**src/core/eip_pkg.sv**
```systemverilog
// Purpose: Shared constants for the event interrupt pulse unit
// Assumes: 25 MHz reference clock
// Notes: Times in ns, cycle counts derived from the clock period
package eip_pkg;
  localparam int unsigned CLK_PERIOD_NS = 40;
  localparam int unsigned PULSE_WIDTH_NS = 100000;
  localparam int unsigned PULSE_GAP_TIME_NS = 100000;
  localparam int unsigned CFG_FILTER_NS = 10000;
  localparam int unsigned PULSE_CYC = PULSE_WIDTH_NS / CLK_PERIOD_NS;
  localparam int unsigned GAP_CYC = PULSE_GAP_TIME_NS / CLK_PERIOD_NS;
  localparam int unsigned CFG_FILT_CYC = CFG_FILTER_NS / CLK_PERIOD_NS;
  localparam int CNT_W = 12;
  localparam int FILT_W = 9;
  localparam int REG_W = 8;
  // Register map, byte addresses
  localparam logic [7:0] ADDR_CTRL = 8'h00;
  localparam logic [7:0] ADDR_WAKE_ONE = 8'h04;
  localparam logic [7:0] ADDR_WAKE_TWO = 8'h08;
  localparam logic [7:0] ADDR_FAIL = 8'h0C;
  localparam logic [7:0] ADDR_WAKE_EN1 = 8'h10;
  localparam logic [7:0] ADDR_WAKE_EN2 = 8'h14;
  localparam logic [7:0] ADDR_PIN_LEVEL = 8'h18;
  localparam logic [7:0] ADDR_IRQ_STAT = 8'h1C;
  localparam logic [7:0] ADDR_IRQ_MASK = 8'h20;
  localparam logic [7:0] ADDR_CFG = 8'h24;
  // Control bits
  localparam int CTRL_GLOBAL_BIT = 0;
  localparam int CTRL_TO_MASK_BIT = 1;
  // Block interrupt status bits
  localparam int IRQ_PULSE_BIT = 0;
  localparam int IRQ_STOP_BIT = 1;
  localparam logic [REG_W-1:0] RST_ZERO = 8'h00;
  localparam logic [1:0] RST_IRQ_MASK = 2'h0;
  typedef enum logic [1:0] {
    MODE_INIT,
    MODE_NORMAL,
    MODE_STOP,
    MODE_OTHER
  } eip_mode_t;
endpackage : eip_pkg

```
**src/core/eip_pulse_if.sv**
```systemverilog
// Purpose: Carrier between the scheduler and the pulse timer
// Assumes: Single clock domain
// Notes: Request is a level, fall is a one-cycle pulse
`timescale 1ns/1ns
interface eip_pulse_if;
  logic req;
  logic busy;
  logic fall;
  logic pin_low;
  modport sched (output req, input busy, input fall, input pin_low);
  modport timer (input req, output busy, output fall, output pin_low);
endinterface : eip_pulse_if

```
**src/core/eip_event_unit.sv**
```systemverilog
// Purpose: Event interrupt pulse unit with status latching
// Assumes: Mode and event inputs come from logic on the same clock
// Notes: Event request pin is push/pull; sampled for config in init mode
// How it works
// - In normal or stop mode an interrupt drives the pin low for 100 us.
// - Pin stays high at least 100 us between consecutive pulses.
// - Raising an interrupt never changes the operating mode.
// - Class bit 0 selects wake-only class (default), 1 selects global class.
// - Outside stop-mode entry, wake status raises interrupt only if enabled as a wake source.
// - Bus timeout is a wake source gated by its mask, ignoring class.
// - Global class adds failure status; pin level status never interrupts.
// - Undervoltage, watchdog, short, thermal, fail, reset flags never interrupt.
// - Stop-mode entry with wake status still set raises an interrupt.
// - Visible status registers update at each falling pulse edge.
// - Events stay latched until the host clears them; pin level excluded.
// - Global class timing and latching match the wake-only class.
// - In init mode the pin is sampled to pick the hardware configuration.
// - The sampled configuration level is filtered 10 us before acceptance.
`timescale 1ns/1ns
module eip_event_unit (
  input wire logic i_ref_clk,
  input wire logic i_arst_n,
  input wire logic [7:0] i_addr,
  input wire logic [7:0] i_wdata,
  input wire logic i_wr,
  input wire logic i_rd,
  output logic [7:0] o_rdata,
  input wire logic [1:0] i_mode,
  input wire logic [7:0] i_wake_one_evt,
  input wire logic [7:0] i_wake_two_evt,
  input wire logic i_bus_timeout_evt,
  input wire logic [7:0] i_fail_evt,
  input wire logic [7:0] i_pin_level,
  input wire logic i_pin_in,
  output logic o_pin_out,
  output logic o_pin_oe,
  output logic o_cfg_level,
  output logic o_cfg_valid,
  output logic o_irq
);
  // Bit 7 of the failure word carries the non-interrupting flags
  localparam logic [7:0] FAIL_IRQ_MASK = 8'h7F;
  localparam int TO_BIT = 7;

  eip_pulse_if pif ();
  eip_pulse_timer u_timer (.i_ref_clk(i_ref_clk), .i_arst_n(i_arst_n), .pif(pif));

  logic [7:0] ctrl_r, en1_r, en2_r;
  logic [7:0] wk1_lat_r, wk2_lat_r, fail_lat_r;
  logic [7:0] wk1_vis_r, wk2_vis_r, fail_vis_r;
  logic [1:0] irq_stat_r, irq_mask_r;
  logic pend_r, req_r, stop_pend_r;
  logic [1:0] mode_q_r;
  logic [2:0] pin_sync_r;
  logic cand_r;
  logic [eip_pkg::FILT_W-1:0] filt_r;
  logic wr_wk1, wr_wk2, wr_fail;
  logic [7:0] wk1_src, wk2_src, fail_src;
  logic trig, stop_entry, active_mode;

  // Address decode used by writes and reads
  function automatic logic hit(input logic [7:0] a, input logic [7:0] b);
    hit = (a == b);
  endfunction : hit

  assign wr_wk1 = i_wr && hit(i_addr, eip_pkg::ADDR_WAKE_ONE);
  assign wr_wk2 = i_wr && hit(i_addr, eip_pkg::ADDR_WAKE_TWO);
  assign wr_fail = i_wr && hit(i_addr, eip_pkg::ADDR_FAIL);
  assign active_mode = (i_mode == eip_pkg::MODE_NORMAL) || (i_mode == eip_pkg::MODE_STOP);
  assign stop_entry = (i_mode == eip_pkg::MODE_STOP) && (mode_q_r != eip_pkg::MODE_STOP);

  // Interrupt sources; mode is never driven from here
  always_comb begin
    wk1_src = wk1_lat_r & en1_r;
    wk2_src = wk2_lat_r & en2_r;
    wk2_src[TO_BIT] = wk2_lat_r[TO_BIT] & ~ctrl_r[eip_pkg::CTRL_TO_MASK_BIT];
    fail_src = ctrl_r[eip_pkg::CTRL_GLOBAL_BIT] ? (fail_lat_r & FAIL_IRQ_MASK) : 8'h00;
    trig = ((|(wk1_src & ~wk1_vis_r)) || (|(wk2_src & ~wk2_vis_r)) || (|(fail_src & ~fail_vis_r))
      || stop_pend_r) && active_mode;
  end

  // Control and wake enable registers
  always_ff @(posedge i_ref_clk or negedge i_arst_n) begin
    if (!i_arst_n) begin
      ctrl_r <= eip_pkg::RST_ZERO;
      en1_r <= eip_pkg::RST_ZERO;
      en2_r <= eip_pkg::RST_ZERO;
      irq_mask_r <= eip_pkg::RST_IRQ_MASK;
    end else if (i_wr) begin
      if (hit(i_addr, eip_pkg::ADDR_CTRL)) begin
        ctrl_r <= i_wdata;
      end else if (hit(i_addr, eip_pkg::ADDR_WAKE_EN1)) begin
        en1_r <= i_wdata;
      end else if (hit(i_addr, eip_pkg::ADDR_WAKE_EN2)) begin
        en2_r <= i_wdata;
      end else if (hit(i_addr, eip_pkg::ADDR_IRQ_MASK)) begin
        irq_mask_r <= i_wdata[1:0];
      end
    end
  end

  // Internal latches: set wins over write-one-to-clear
  always_ff @(posedge i_ref_clk or negedge i_arst_n) begin
    if (!i_arst_n) begin
      wk1_lat_r <= eip_pkg::RST_ZERO;
      wk2_lat_r <= eip_pkg::RST_ZERO;
      fail_lat_r <= eip_pkg::RST_ZERO;
    end else begin
      wk1_lat_r <= (wk1_lat_r & ~(wr_wk1 ? i_wdata : 8'h00)) | i_wake_one_evt;
      wk2_lat_r <= (wk2_lat_r & ~(wr_wk2 ? i_wdata : 8'h00)) | i_wake_two_evt
        | {i_bus_timeout_evt, 7'h00};
      fail_lat_r <= (fail_lat_r & ~(wr_fail ? i_wdata : 8'h00)) | i_fail_evt;
    end
  end

  // Visible copies refresh at pulse fall; clears act at once, except in the fall cycle
  always_ff @(posedge i_ref_clk or negedge i_arst_n) begin
    if (!i_arst_n) begin
      wk1_vis_r <= eip_pkg::RST_ZERO;
      wk2_vis_r <= eip_pkg::RST_ZERO;
      fail_vis_r <= eip_pkg::RST_ZERO;
    end else if (pif.fall) begin
      wk1_vis_r <= wk1_lat_r;
      wk2_vis_r <= wk2_lat_r;
      fail_vis_r <= fail_lat_r;
    end else begin
      wk1_vis_r <= wk1_vis_r & ~(wr_wk1 ? i_wdata : 8'h00);
      wk2_vis_r <= wk2_vis_r & ~(wr_wk2 ? i_wdata : 8'h00);
      fail_vis_r <= fail_vis_r & ~(wr_fail ? i_wdata : 8'h00);
    end
  end

  // Stop-entry check and pending request scheduling
  always_ff @(posedge i_ref_clk or negedge i_arst_n) begin
    if (!i_arst_n) begin
      mode_q_r <= eip_pkg::MODE_INIT;
      stop_pend_r <= 1'b0;
      pend_r <= 1'b0;
      req_r <= 1'b0;
    end else begin
      mode_q_r <= i_mode;
      if (stop_entry && ((|wk1_lat_r) || (|wk2_lat_r))) begin
        stop_pend_r <= 1'b1;
      end else if (pif.fall) begin
        stop_pend_r <= 1'b0;
      end
      if (trig && !pif.fall) begin
        pend_r <= 1'b1;
      end else if (pif.fall) begin
        pend_r <= 1'b0;
      end
      req_r <= (pend_r || trig) && !pif.fall && !pif.busy && active_mode;
    end
  end

  assign pif.req = req_r;

  // Pin drive: push/pull only outside init mode
  always_ff @(posedge i_ref_clk or negedge i_arst_n) begin
    if (!i_arst_n) begin
      o_pin_out <= 1'b1;
      o_pin_oe <= 1'b0;
    end else begin
      o_pin_oe <= (i_mode != eip_pkg::MODE_INIT);
      o_pin_out <= ~pif.pin_low;
    end
  end

  // Three-stage pin synchroniser
  always_ff @(posedge i_ref_clk or negedge i_arst_n) begin
    if (!i_arst_n) begin
      pin_sync_r <= 3'h0;
    end else begin
      pin_sync_r <= {pin_sync_r[1:0], i_pin_in};
    end
  end

  // Configuration level filter during init mode
  always_ff @(posedge i_ref_clk or negedge i_arst_n) begin
    if (!i_arst_n) begin
      cand_r <= 1'b0;
      filt_r <= '0;
      o_cfg_level <= 1'b0;
      o_cfg_valid <= 1'b0;
    end else if (i_mode == eip_pkg::MODE_INIT && pin_sync_r[1] == pin_sync_r[2]) begin
      if (pin_sync_r[2] != cand_r) begin
        cand_r <= pin_sync_r[2];
        filt_r <= '0;
      end else if (filt_r == eip_pkg::FILT_W'(eip_pkg::CFG_FILT_CYC - 1)) begin
        o_cfg_level <= cand_r;
        o_cfg_valid <= 1'b1;
      end else begin
        filt_r <= filt_r + 1'b1;
      end
    end
  end

  // Block status: pulse issued, stop-entry interrupt
  always_ff @(posedge i_ref_clk or negedge i_arst_n) begin
    if (!i_arst_n) begin
      irq_stat_r <= 2'h0;
    end else begin
      irq_stat_r <= (irq_stat_r & ~((i_wr && hit(i_addr, eip_pkg::ADDR_IRQ_STAT)) ? i_wdata[1:0] : 2'h0))
        | {stop_entry && ((|wk1_lat_r) || (|wk2_lat_r)), pif.fall};
    end
  end

  // Interrupt output
  always_ff @(posedge i_ref_clk or negedge i_arst_n) begin
    if (!i_arst_n) begin
      o_irq <= 1'b0;
    end else begin
      o_irq <= |(irq_stat_r & irq_mask_r);
    end
  end

  // Read data one cycle after the strobe, zero otherwise
  always_ff @(posedge i_ref_clk or negedge i_arst_n) begin
    if (!i_arst_n) begin
      o_rdata <= 8'h00;
    end else if (!i_rd) begin
      o_rdata <= 8'h00;
    end else if (hit(i_addr, eip_pkg::ADDR_CTRL)) begin
      o_rdata <= ctrl_r;
    end else if (hit(i_addr, eip_pkg::ADDR_WAKE_ONE)) begin
      o_rdata <= wk1_vis_r;
    end else if (hit(i_addr, eip_pkg::ADDR_WAKE_TWO)) begin
      o_rdata <= wk2_vis_r;
    end else if (hit(i_addr, eip_pkg::ADDR_FAIL)) begin
      o_rdata <= fail_vis_r;
    end else if (hit(i_addr, eip_pkg::ADDR_WAKE_EN1)) begin
      o_rdata <= en1_r;
    end else if (hit(i_addr, eip_pkg::ADDR_WAKE_EN2)) begin
      o_rdata <= en2_r;
    end else if (hit(i_addr, eip_pkg::ADDR_PIN_LEVEL)) begin
      o_rdata <= i_pin_level;
    end else if (hit(i_addr, eip_pkg::ADDR_IRQ_STAT)) begin
      o_rdata <= {6'h00, irq_stat_r};
    end else if (hit(i_addr, eip_pkg::ADDR_IRQ_MASK)) begin
      o_rdata <= {6'h00, irq_mask_r};
    end else if (hit(i_addr, eip_pkg::ADDR_CFG)) begin
      o_rdata <= {6'h00, o_cfg_valid, o_cfg_level};
    end else begin
      o_rdata <= 8'h00;
    end
  end
endmodule : eip_event_unit

```
**src/core/eip_pulse_timer.sv**
```systemverilog
// Purpose: Fixed-width low pulse followed by a minimum high gap
// Assumes: Request held until fall seen
// Notes: Tolerance follows the reference oscillator
`timescale 1ns/1ns
module eip_pulse_timer (
  input wire logic i_ref_clk,
  input wire logic i_arst_n,
  eip_pulse_if.timer pif
);
  typedef enum logic [1:0] {ST_IDLE, ST_LOW, ST_GAP} eip_tstate_t;
  eip_tstate_t state_r;
  logic [eip_pkg::CNT_W-1:0] cnt_r;
  localparam logic [eip_pkg::CNT_W-1:0] PULSE_LAST = eip_pkg::CNT_W'(eip_pkg::PULSE_CYC - 1);
  localparam logic [eip_pkg::CNT_W-1:0] GAP_LAST = eip_pkg::CNT_W'(eip_pkg::GAP_CYC - 1);

  // Low phase then gap phase, counted in reference cycles
  always_ff @(posedge i_ref_clk or negedge i_arst_n) begin
    if (!i_arst_n) begin
      state_r <= ST_IDLE;
      cnt_r <= '0;
      pif.fall <= 1'b0;
      pif.pin_low <= 1'b0;
    end else begin
      pif.fall <= 1'b0;
      case (state_r)
        ST_IDLE: begin
          if (pif.req) begin
            state_r <= ST_LOW;
            cnt_r <= '0;
            pif.fall <= 1'b1;
            pif.pin_low <= 1'b1;
          end
        end
        ST_LOW: begin
          if (cnt_r == PULSE_LAST) begin
            state_r <= ST_GAP;
            cnt_r <= '0;
            pif.pin_low <= 1'b0;
          end else begin
            cnt_r <= cnt_r + 1'b1;
          end
        end
        ST_GAP: begin
          if (cnt_r == GAP_LAST) begin
            state_r <= ST_IDLE;
          end else begin
            cnt_r <= cnt_r + 1'b1;
          end
        end
        default: state_r <= ST_IDLE;
      endcase
    end
  end

  assign pif.busy = (state_r != ST_IDLE);
endmodule : eip_pulse_timer

```
**config.mk**
```make
export PLATFORM = sky130hd
export DESIGN_NAME = eip_event_unit
export DESIGN_NICKNAME = d
export VERILOG_FILES = /design/src/core/eip_pkg.sv /design/src/core/eip_pulse_if.sv /design/src/core/eip_event_unit.sv /design/src/core/eip_pulse_timer.sv
export SDC_FILE = /design/constraint.sdc
export NUM_CORES = 1
export LEC_CHECK = 0
export BUFFER_PORTS_ARGS = -buffer_cell sky130_fd_sc_hd__clkbuf_2
export CAP_MARGIN = 20
export CORE_ASPECT_RATIO = 1.1
export CORE_MARGIN = 4
export CORE_UTILIZATION = 53
export CTS_BUF_LIST = sky130_fd_sc_hd__clkbuf_4 sky130_fd_sc_hd__clkbuf_8 sky130_fd_sc_hd__clkbuf_16
export CTS_CLUSTER_DIAMETER = 120
export DETAILED_ROUTE_END_ITERATION = 8
export PLACE_DENSITY = 0.76
export SYNTH_ARGS = -nofsm -noshare
export SYNTH_HDL_FRONTEND = slang
export SYNTH_SLANG_ARGS = --single-unit
```
**constraint.sdc**
```tcl
create_clock -name i_ref_clk -period 2.3 [get_ports i_ref_clk]
set_clock_uncertainty 0.2 [all_clocks]
set_input_delay 0.345 -clock i_ref_clk [delete_from_list [all_inputs] [get_ports i_ref_clk]]
set_output_delay 0.345 -clock i_ref_clk [all_outputs]
set_load 0.02 [all_outputs]
```
Yosys cells after proc, flatten, opt, wreduce, memory -nomap -nowiden. Index checks and enable logic that the tools add are counted.

Add/sub/neg operators: 2. Reductions and logical operators: 45. Multiplexer cells: 37. Bitwise logic cells: 32. Eq/ne operators: 23.

Operators with widths (number): two-way mux 8 bit (14); bitwise AND 8 bit (9); NOT 8 bit (6); OR reduction 8 bit (5); two-way mux 12 bit (3); case mux 12 bit (3 select lines) (1); equality test 8 x 5 -> 1 bit, second input constant (4); OR 8 bit (4); two-way mux 9 bit (2); equality test 8 x 4 -> 1 bit, second input constant (2); equality test 8 x 6 -> 1 bit, second input constant (2); AND reduction 3 bit (5); two-way mux 2 bit (7); adder 12 x 1 -> 12 bit, second input constant (1); equality test 12 bit, second input constant (1); logical AND 1 bit (12); nonzero test 2 bit (5); adder 9 x 1 -> 9 bit, second input constant (1); equality test 9 x 8 -> 1 bit, second input constant (1); bitwise AND 7 x 8 -> 8 bit (1); equality test 8 x 3 -> 1 bit, second input constant (1); logical NOT 8 bit (1); inequality test 2 bit, second input constant (4); bitwise AND 7 bit (1); 22 further kinds (46).

Flip-flop bits (word level): 123. Input bits: 56. Word-level logic and storage cells: 167.

Depth between registers and ports, before layout. Gate-level depths: netlist (run 1).

Depth in word-level cells: 12. Depth in mapped cells: 8. Mapped depth without buffers: 7.

Modules after synthesis. A second synthesis (run 1) with hierarchy kept.

Cells, all modules: 581. Area total of the unflattened synthesis: 6142.1 µm².

Modules (own cells, without submodules): eip_event_unit (cells each 487, instances 1, area an instance 5185.0 µm²); eip_pulse_timer (cells each 94, instances 1, area an instance 957.2 µm²).

Worst setup path before layout (run 1). No wires, ideal clock.

Path type: register to register. Start: reg u_timer.cnt_r[0] in the netlist's numbering. End: reg u_timer.cnt_r[11] in the netlist's numbering. Buffers on the path: 1. Cell stages (with the launch flop): 8. Path slack: 0.120 ns. Data arrival time: 1.837 ns. Period minus slack after synthesis: 2.180 ns. Cell sequence: dfrtp_1 -> ha_1 -> or4b_1 -> nor3_1 -> nor3_1 -> buf_6 -> a41oi_1 -> a31oi_1.

Longest elaborated chain between the ends: 3. Elaborated cells between the ends (all ways): 7. Classes of those cells: add/sub: 1; eq/ne: 2; mux: 3; reduce/logical: 1.

Ends and longest elaborated chain: from (decl) (RTL line eip_pulse_timer.sv:12) `logic [eip_pkg::CNT_W-1:0] cnt_r;`; from (signal assigned) (RTL line eip_pulse_timer.sv:40) `cnt_r <= cnt_r + 1'b1;`; from (signal assigned) (RTL line eip_pulse_timer.sv:47) `cnt_r <= cnt_r + 1'b1;`; adder 12 x 1 -> 12 bit / equality test 12 bit (equally long branches); two-way mux 12 bit, or another cell as far along (RTL line eip_pulse_timer.sv:44) `if (cnt_r == GAP_LAST) begin`; case mux 12 bit (3 select lines) / AND reduction 3 bit (equally long branches).

Several ways; a longest one is shown, not always the timed one. The select of a mux whose other input is x is not followed. A chain may end at the register's enable or synchronous reset.

Final worst setup path (run 1).
Start: reg u_timer.cnt_r[0] in the netlist's numbering. End: reg u_timer.state_r[1].

Longest elaborated chain between the ends: 3. Elaborated cells between the ends (all ways): 4. Classes of those cells: eq/ne: 3; reduce/logical: 1.

Ends and longest elaborated chain: equality test 12 bit (*) (RTL line eip_pulse_timer.sv:35, eip_pulse_timer.sv:44); inequality test 2 x 1 -> 1 bit (no line); AND reduction 3 bit (no line) (*); to (signal assigned) (RTL line eip_pulse_timer.sv:36) `state_r <= ST_GAP;`; to (signal assigned) (RTL line eip_pulse_timer.sv:45) `state_r <= ST_IDLE;`; to (signal assigned) (RTL line eip_pulse_timer.sv:50) `default: state_r <= ST_IDLE;`; to (decl) (RTL line eip_pulse_timer.sv:11) `eip_tstate_t state_r;`.

Every way passes the cells marked *; elsewhere a longest branch is shown, timed or not.

==> results.toml, run 1 <==
[outcome]
status = "finished clean"

[placed_design]
place.detailed.hpwl_um = 11100
numPortBuffers = 68
gp_congestion = 0.879

[synth]
yosysTopAreaCell = "dfrtp_1"
async_flop_share_pct = 100
post-synth-top-count-cell = "dfrtp_1"
synth_cell_types = 58
yosys_warnings = 0
synth_edf_count = 0
avgSynthCellArea_um2 = 10.0
synth_flop_cell = "dfrtp_1"
yosysSeqAreaShare_pct = 51.2
post-synth-top-area-fraction_pct = 50.8
ys_top_cells_by_area = "dfrtp_1 51%, nand2_1 6.6%, mux2_2 5.6%"
synth_common_cells = "122 x dfrtp_1, 106 x nand2_1, 41 x o21ai_0"
syn_nets = 663
ys_ff_latch = 123
syn_inst = 599
syn_area_um2 = 6010

[clock_tree]
clk_latency_ps = 410
cts_tree = "yes"
htreeDepth = 4
cts.sinks = 123
cts.path.max_buffers = 2
clk_pin_slew_ps = 60
root_buffer = "clkbuf_16"
numCtsBuffers = 17

[layout]
final_core_util_pct = 68.8
final_nets = 782
layout-area-overhead-vs-synth_pct = 26.0
antenna_cells = 0
drive_gt1_share_pct = 23.3

[setup_path]
crit_arrival_ps = 2260
max_stage_delay_ps = 510
crit_type = "reg -> reg"
critPathTopFamily = "simple AND/OR/NAND/NOR gates"
cp_cell_sequence = "ha_1 -> or4b_4 -> or3_2 -> a211oi_1 -> nor2_1"
cp_max_fo = 4
worst_path_max_delay_cell = "or4b_4"
crit_path_start_kind = "register"
required_ps = 2390
cp-end-kind = "register"
crit_buf_inv = 0

[run]
maxCapViolCount = 0

[floorplanning]
fp.coreArea_um2 = 11000
row_count = 40
die_area_um2 = 13100
fp.dieH_um = 120
initial_core_util_pct = 54.6
die-width_um = 110
io_pins = 69

[routing]
antenna_left = 0
vias = 5212
first_pass_iters = 5
routed_wl_um = 15900
drtIter0Drc = 411
wl_per_cell_um = 18.1
drc_errors = 0
vias_per_cell = 5.94

[pwr]
vdd_ir_drop_max_mv = 0.470
p_leak_nw = 3.38
power_density_nw_per_um2 = 924
power.total_mw = 7.00

[timing]
max_freq_ghz = 0.462
relSlewSlack_pct = 57.2
worst_slew_pin_slew_ps = 642
hold_viol_final = 0
rsz0062_at_grt = "false"
finalCritPeriodShare_pct = 94.1
setup_viol = 0
finalMaxSlewViolations = 0
period_needed_ps = 2160

[global_route]
grt_pass1_vias = 5042
grt_pass1_wl_um = 25600
grt_max_degree = 49
antenna_found_initial = 0
grtUsageTotal_pct = 25.1
grt.overflow.total = 0

[hold_path]
hp-class = "in -> reg"
registers in the layout (all words and copies together) (netlist names), 2 cells and up:
| signal | flops |
|---|---|
| fail_vis_r | 8 |
| wk2_vis_r | 8 |
| o_rdata | 8 |
| u_timer.cnt_r | 12 |
| ctrl_r | 8 |
| fail_lat_r | 8 |
| mode_q_r | 2 |
| en1_r | 8 |
| wk2_lat_r | 8 |
| en2_r | 8 |
| irq_stat_r | 2 |
| u_timer.state_r | 2 |
| wk1_lat_r | 8 |
| wk1_vis_r | 8 |
| irq_mask_r | 2 |
| pin_sync_r | 3 |
| filt_r | 9 |
final timing paths:
kind | start | endpoint | slack (ps) | cells past startpoint
max | u_timer.cnt_r[0] | u_timer.state_r[1] | 140 | 5
min | i_rd | o_rdata[0] | 50 | 2
max reg2reg | u_timer.cnt_r[0] | u_timer.state_r[1] | 140 | 5
min reg2reg | pin_sync_r[0] | pin_sync_r[1] | 150 | 0
max in group asynchronous | i_arst_n | wk2_lat_r[3] | 1050 | 3
min in group asynchronous | i_arst_n | o_pin_oe | 230 | 2
area by class of cell:
class	count	area (um^2)
Tap cell	147	184
Timing Repair Buffer	120	831
Clock buffer	17	425
Multi-Input combinational cell	437	2780
Clock inverter	15	200
Inverter	19	71.3
Fill cell	834	3440
Sequential cell	123	3080
through the flow:
| stage | instance area [um^2] | instances | TNS (ps) | hold slack [ps] | setup WS, ps |
|---|---|---|---|---|---|
| 2_1_floorplan | 6010 | 599 | 0 | -151 | 120 |
| 3_3_place_gp | 6650 | 817 | 0 | 126 | 39.3 |
| 3_5_place_dp | 6650 | 817 | -3.96 | 131 | -3.96 |
| 4_1_cts | 7560 | 878 | 0 | 34.8 | 38.3 |
| 5_1_grt | 7570 | 878 | 0 | 52.7 | 26.7 |
| 6_report | 7570 | 878 | 0 | 53.7 | 136 |
report_power, final:
| group | internal (mW) | switching, mW |
|---|---|---|
| Sequential | 2.50 | 0.377 |
| Clock | 1.81 | 0.999 |
| Combinational | 0.558 | 0.756 |
| Total | 4.87 | 2.13 |
metal layers:
layer	global-route usage (%)	vias up	share of wire, %
met1	35.0	2556	45
met3	6.67	32	7.3
li1	-	2416	-
met5	0	-	0
met2	38.0	208	46
met4	8.57	0	2.1
cells by family (layout without fill, tap and decap cells):
family	after synthesis	count (layout)	synth area share, %
AOI/OAI and AO/OA	155	155	16.3
adders and majority gates	8	8	1.67
xor gates and xnor gates	3	3	0.437
and+or+nand+nor	223	223	19.2
muxes	48	48	8.62
buffers and inverters	39	171	2.62
DFF	123	123	51.2
worst reg2reg max path, cell delays in order, from the launching register on:
cell and delay, ps:
dfrtp_1 370, ha_1 200, or4b_4 510, or3_2 450
a211oi_1 260, nor2_1 60
placed cells by master, fill, tap and decap left out, types with 3 or more instances in the layout:
master / instances
dfrtp_1: 122
nand2_1: 106
clkbuf_2: 67
o21ai_0: 41
a21oi_1: 30
mux2_2: 30
dlygate4sd3_1: 29
a21o_1: 24
buf_4: 22
nor2_1: 21
inv_1: 19
mux2i_1: 18
clkbuf_16: 17
nand3b_1: 16
a31oi_1: 15
nand3_1: 13
o22ai_1: 12
nand2b_1: 11
a211oi_1: 9
and3_1: 8
nor3_1: 8
ha_1: 8
clkinvlp_4: 7
nor4_1: 6
or3_1: 6
nand4_1: 5
o31ai_1: 5
a41oi_1: 4
bufinv_16: 4
nor4_4: 3
xnor2_1: 3
timing repair:
| item | in CTS | in global routing |
|---|---|---|
| endpoints found under the setup margin | 0 | 6 |
| hold buffers | 29 | 0 |
| endpoints found under the hold margin | 56 | 0 |
| setup buffers | 0 | 0 |
| gates resized for setup | 0 | 2 |
Note: power is estimated with default switching activity, not from simulation.
==> run 2: changes to the inputs <==
--- a/config.mk
+++ b/config.mk
@@ -5,6 +5,7 @@
 export SDC_FILE = /design/constraint.sdc
 export NUM_CORES = 1
 export LEC_CHECK = 0
+export ABC_AREA = 0
 export BUFFER_PORTS_ARGS = -buffer_cell sky130_fd_sc_hd__clkbuf_2
 export CAP_MARGIN = 20
 export CORE_ASPECT_RATIO = 1.1
@@ -14,6 +15,7 @@
 export CTS_CLUSTER_DIAMETER = 120
 export DETAILED_ROUTE_END_ITERATION = 8
 export PLACE_DENSITY = 0.76
+export RECOVER_POWER = 50
 export SYNTH_ARGS = -nofsm -noshare
 export SYNTH_HDL_FRONTEND = slang
 export SYNTH_SLANG_ARGS = --single-unit
==> run 2 against run 1 <==
Compared with the run above:
- sequential power barely moved
- wire length did not move
- fmax barely moved
- die area did not move
- sequential share of layout area rose by 0.11 points
- register-to-register slack barely moved
- combinational power barely moved
==> results.toml, run 2 (synthesis results as in run 1) <==
[floorplanning]
row_count = 40
die-width_um = 110
die_area_um2 = 13100
fp.coreArea_um2 = 11000
fp.dieH_um = 120
io_pins = 69
initial_core_util_pct = 54.6

[layout]
seq_area_um2 = 3080
largest_reg_flops = 12
antenna_cells = 0
final_area_um2 = 7550
regMostFlops = "u_timer.cnt_r"
final_core_util_pct = 68.6
drive_gt1_share_pct = 23.1
final_nets = 782
nFillCells = 836
multi_input_area_um2 = 2780
final_cell_mix = "122 x dfrtp_1, 106 x nand2_1, 68 x clkbuf_2, 41 x o21ai_0"
layout-area-overhead-vs-synth_pct = 25.6
mostFrequentLayoutCell = "dfrtp_1"
reg_top3 = "u_timer.cnt_r (12), filt_r (9)"

[setup_path]
crit_path_start_kind = "register"
required_ps = 2390
cp_max_fo = 4
crit_type = "reg -> reg"
reg2reg_slack_ps = 140
reg2regPathDepth = 5
cp-end-kind = "register"
crit_arrival_ps = 2260

[timing]
finalMaxSlewViolations = 0
worst_slew_pin_slew_ps = 872
finalCritPeriodShare_pct = 94.1
setup_viol = 0
fin_hold_ws_ps = 53.4
max_freq_ghz = 0.462
relSlewSlack_pct = 41.8
rsz0062_at_grt = "false"
hold_viol_final = 0
period_needed_ps = 2160
tns_ps = 0

[routing]
vias = 5218
routed_wl_um = 15900
first_pass_iters = 6
drc_errors = 0
vias_per_cell = 5.94
wl_per_cell_um = 18.1
drtIter0Drc = 417
antenna_left = 0

[global_route]
grt_pass1_vias = 5042
grt_pass1_wl_um = 25600
grt_max_degree = 49
grtUsageTotal_pct = 25.1
grt.overflow.total = 0
antenna_found_initial = 0

[pwr]
p_leak_nw = 3.37
power_density_nw_per_um2 = 926
power.total_mw = 7.00
vdd_ir_drop_max_mv = 0.471

[clock_tree]
cts_tree = "yes"
root_buffer = "clkbuf_16"
numCtsBuffers = 17
cts.path.max_buffers = 2
clk_pin_slew_ps = 60
cts.sinks = 123
cts_setup_buffers = 0
clk_latency_ps = 410
htreeDepth = 4

[placed_design]
numPortBuffers = 68
gp_congestion = 0.879
place_area_um2 = 6650
place.detailed.hpwl_um = 11100

[hold_path]
hold_path_depth = 2
hp-class = "in -> reg"

[outcome]
status = "finished clean"

[run]
maxCapViolCount = 0
run 2: cell types whose count changed in the layout (fill, tap and decap cells not counted), sizes merged:
cell | before | now
buf | 24 | 22
clkbuf | 84 | 86
run 2: worst paths after layout:
| check | from | endpoint |
|---|---|---|
| worst max-delay path | u_timer.cnt_r[0] | u_timer.state_r[1] |
| worst min-delay path | i_rd | o_rdata[0] |
| worst max register to register | u_timer.cnt_r[0] | u_timer.state_r[1] |
| worst min register to register | pin_sync_r[0] | pin_sync_r[1] |
| max in group asynchronous | i_arst_n | wk2_vis_r[2] |
| min in group asynchronous | i_arst_n | o_pin_oe |
run 2: area by class of cell:
cell class,instances,area share [%]
multi-input combinational,437,36.8
clock inverter,15,2.65
tap,147,2.44
clock buffer,17,5.63
sequential,123,40.8
inverter,19,0.944
timing repair buffer,120,10.7
run 2: critical path, cell delays in order (launching register included):
cell and delay (ps):
dfrtp_1 370, ha_1 200, or4b_4 510, or3_2 450, a211oi_1 260, nor2_1 60
run 2: where the power goes:
part | leakage, nW | internal, mW | switching (mW)
Sequential | 1.48 | 2.50 | 0.376
Clock | 0.283 | 1.81 | 1.00
Combinational | 1.61 | 0.553 | 0.755
run 2: routing by layer:
| layer | wire (um) | track usage, % | vias to the layer above |
|---|---|---|---|
| li1 | - | - | 2416 |
| met1 | 7020 | 35.0 | 2547 |
| met2 | 7270 | 38.0 | 220 |
| met3 | 1210 | 6.67 | 35 |
| met4 | 356 | 8.57 | 0 |
| met5 | 0 | 0 | - |
run 2: timing repair:
item | 4_1_cts | 5_1_grt
hold endpoints to repair | 56 | 0
endpoints found under the setup margin | 0 | 6
gates resized for setup | 0 | 2
hold buffers | 29 | 0
run 2: metrics by stage:
step	worst slack, ps	instances
6_report	136	878
3_3_place_gp	39.3	817
3_5_place_dp	-3.96	817
4_1_cts	38.3	878
2_1_floorplan	120	599
5_1_grt	26.7	878
==> run 3: changes to the inputs <==
--- a/config.mk
+++ b/config.mk
@@ -11,7 +11,7 @@
 export CORE_ASPECT_RATIO = 1.1
 export CORE_MARGIN = 4
 export CORE_UTILIZATION = 53
-export CTS_BUF_LIST = sky130_fd_sc_hd__clkbuf_4 sky130_fd_sc_hd__clkbuf_8 sky130_fd_sc_hd__clkbuf_16
+export CTS_BUF_LIST = sky130_fd_sc_hd__clkbuf_16
 export CTS_CLUSTER_DIAMETER = 120
 export DETAILED_ROUTE_END_ITERATION = 8
 export PLACE_DENSITY = 0.76
==> constraint.sdc (replaced) <==
create_clock -name i_ref_clk -period 2.3 [get_ports i_ref_clk]
set_clock_uncertainty 0.2 [all_clocks]
set_input_delay 0.23 -clock i_ref_clk [delete_from_list [all_inputs] [get_ports i_ref_clk]]
set_output_delay 0.23 -clock i_ref_clk [all_outputs]
set_load 0.02 [all_outputs]
==> run 3 against run 2 <==
Compared with the run above:
- cell area grew 1.7%
- highest routed layer unchanged
- clock power is 2% higher
- worst hold slack got worse by 24 ps
- count of clock-buffer cells in the layout is the same
- fmax down 2.6%
- register-to-register slack worse by 60 ps
- flip-flop and latch count is the same
- global-route usage is 0.49 points higher
- worst setup slack lost 57 ps
==> results.toml, run 3 (synthesis results as in run 1) <==
[routing]
drtIter0Drc = 425
wl_per_cell_um = 17.7
vias_per_cell = 5.99
drc_errors = 0
antenna_left = 0
routed_wl_um = 15800
first_pass_iters = 5
vias = 5330

[setup_path]
r2r_start = "u_timer.cnt_r[9]"
crit_arrival_ps = 2360
required_ps = 2440
r2r_end = "u_timer.state_r[0]"
crit_type = "reg -> reg"
crit_path_start_kind = "register"
cp_max_fo = 7
cp-end-kind = "register"
reg2reg_slack_ps = 80
reg2regPathDepth = 5

[timing]
setup_viol = 0
relSlewSlack_pct = 31.9
worst_slew_pin_slew_ps = 1020
tns_ps = 0
finalCritPeriodShare_pct = 96.6
max_freq_ghz = 0.450
hold_viol_final = 0
fin_hold_ws_ps = 29.2
period_needed_ps = 2220
finalMaxSlewViolations = 0

[floorplanning]
die-width_um = 110
fp.dieH_um = 120
die_area_um2 = 13100
io_pins = 69
fp.coreArea_um2 = 11000
row_count = 40
initial_core_util_pct = 54.6

[clock_tree]
root_buffer = "clkbuf_16"
clk_latency_ps = 420
cts.path.max_buffers = 2
numCtsBuffers = 17
cts.sinks = 123
cts_tree = "yes"
clk_pin_slew_ps = 60
htreeDepth = 4

[layout]
nFillCells = 819
mostFrequentLayoutCell = "dfrtp_1"
regMostFlops = "u_timer.cnt_r"
final_area_um2 = 7680
stdcell_count = 890
antenna_cells = 0
reg_top3 = "u_timer.cnt_r (12), filt_r (9)"
drive_gt1_share_pct = 21.7
final_cell_mix = "122 x dfrtp_1, 106 x nand2_1, 65 x clkbuf_2, 45 x dlygate4sd3_1, 40 x o21ai_0"
final_nets = 794
largest_reg_flops = 12
layout-area-overhead-vs-synth_pct = 27.8

[hold_path]
hp-class = "in -> reg"
hold_path_depth = 3
holdPathEnd = "irq_stat_r[0]"
holdCritStartpoint = "i_wdata[0]"

[pwr]
vdd_ir_drop_max_mv = 0.619
power_density_nw_per_um2 = 921
p_leak_nw = 3.41

[placed_design]
numPortBuffers = 68
place_area_um2 = 6610
dp.cells = 812
place.detailed.hpwl_um = 11100
gp_congestion = 0.905

[global_route]
grt.overflow.total = 0
antenna_found_initial = 0
grt_pass1_vias = 5113
grt_pass1_wl_um = 25800
grt_max_degree = 55
grtUsageTotal_pct = 25.6

[run]
maxCapViolCount = 0

[outcome]
status = "finished clean"
run 3: worst max-delay path by stage:
stage | startpoint | endpoint | depth (start not counted)
floorplan | u_timer.cnt_r[0] | u_timer.cnt_r[11] | 7
global placement | i_addr[7] | wk2_lat_r[7] | 6
detailed placement | u_timer.cnt_r[0] | u_timer.state_r[0] | 6
CTS | u_timer.cnt_r[1] | u_timer.cnt_r[10] | 7
global route | u_timer.cnt_r[9] | u_timer.pif.pin_low | 4
finish | u_timer.cnt_r[9] | u_timer.state_r[0] | 5
run 3: power by group:
group          internal (mW)  leakage (nW)  switching [mW]
Clock                   1.90         0.305           0.970
Sequential              2.50          1.48           0.395
Combinational          0.567          1.63           0.738
Total                   4.97          3.41            2.10
run 3: cell type report:
| cell class | count | area (um^2) | share of cell area (%) |
|---|---|---|---|
| sequential | 123 | 3080 | 40.1 |
| clock buffer | 17 | 425 | 5.54 |
| timing repair buffer | 132 | 927 | 12.1 |
| inverter | 19 | 71.3 | 0.929 |
| multi-input combinational | 437 | 2790 | 36.3 |
| tap | 147 | 184 | 2.39 |
| clock inverter | 15 | 206 | 2.69 |
run 3: repair_timing:
| action | 4_1_cts | 5_1_grt |
|---|---|---|
| resized for setup | 0 | 4 |
| buffers inserted | 0 | 1 |
| setup endpoints to repair | 0 | 16 |
| hold endpoints to repair | 92 | 0 |
| hold buffers | 45 | 0 |
run 3: critical path, cell delays in order (launching register included):
cell     delay [ps]
dfrtp_1         450
or4b_4          590
or3_2           530
o21ai_1         140
a21oi_1         100
a21oi_1         140
run 3: through the flow:
step	power, mW	worst slack (ps)	util (%)
final	7.07	79.1	69.8
after global routing	7.38	-4.22	69.8
after global placement	4.04	110	60.0
after detailed placement	4.14	42.0	60.0
after floorplan	3.61	120	-
after CTS	7.07	33.5	69.9
run 3: layer usage:
| metal | global-route usage, % | vias to the layer above | part of all wire, % |
|---|---|---|---|
| met2 | 37.9 | 263 | 46 |
| met4 | 11.3 | 0 | 2.9 |
| met1 | 35.7 | 2576 | 42 |
| li1 | - | 2444 | - |
| met3 | 6.08 | 47 | 8.5 |
| met5 | 0 | - | 0 |
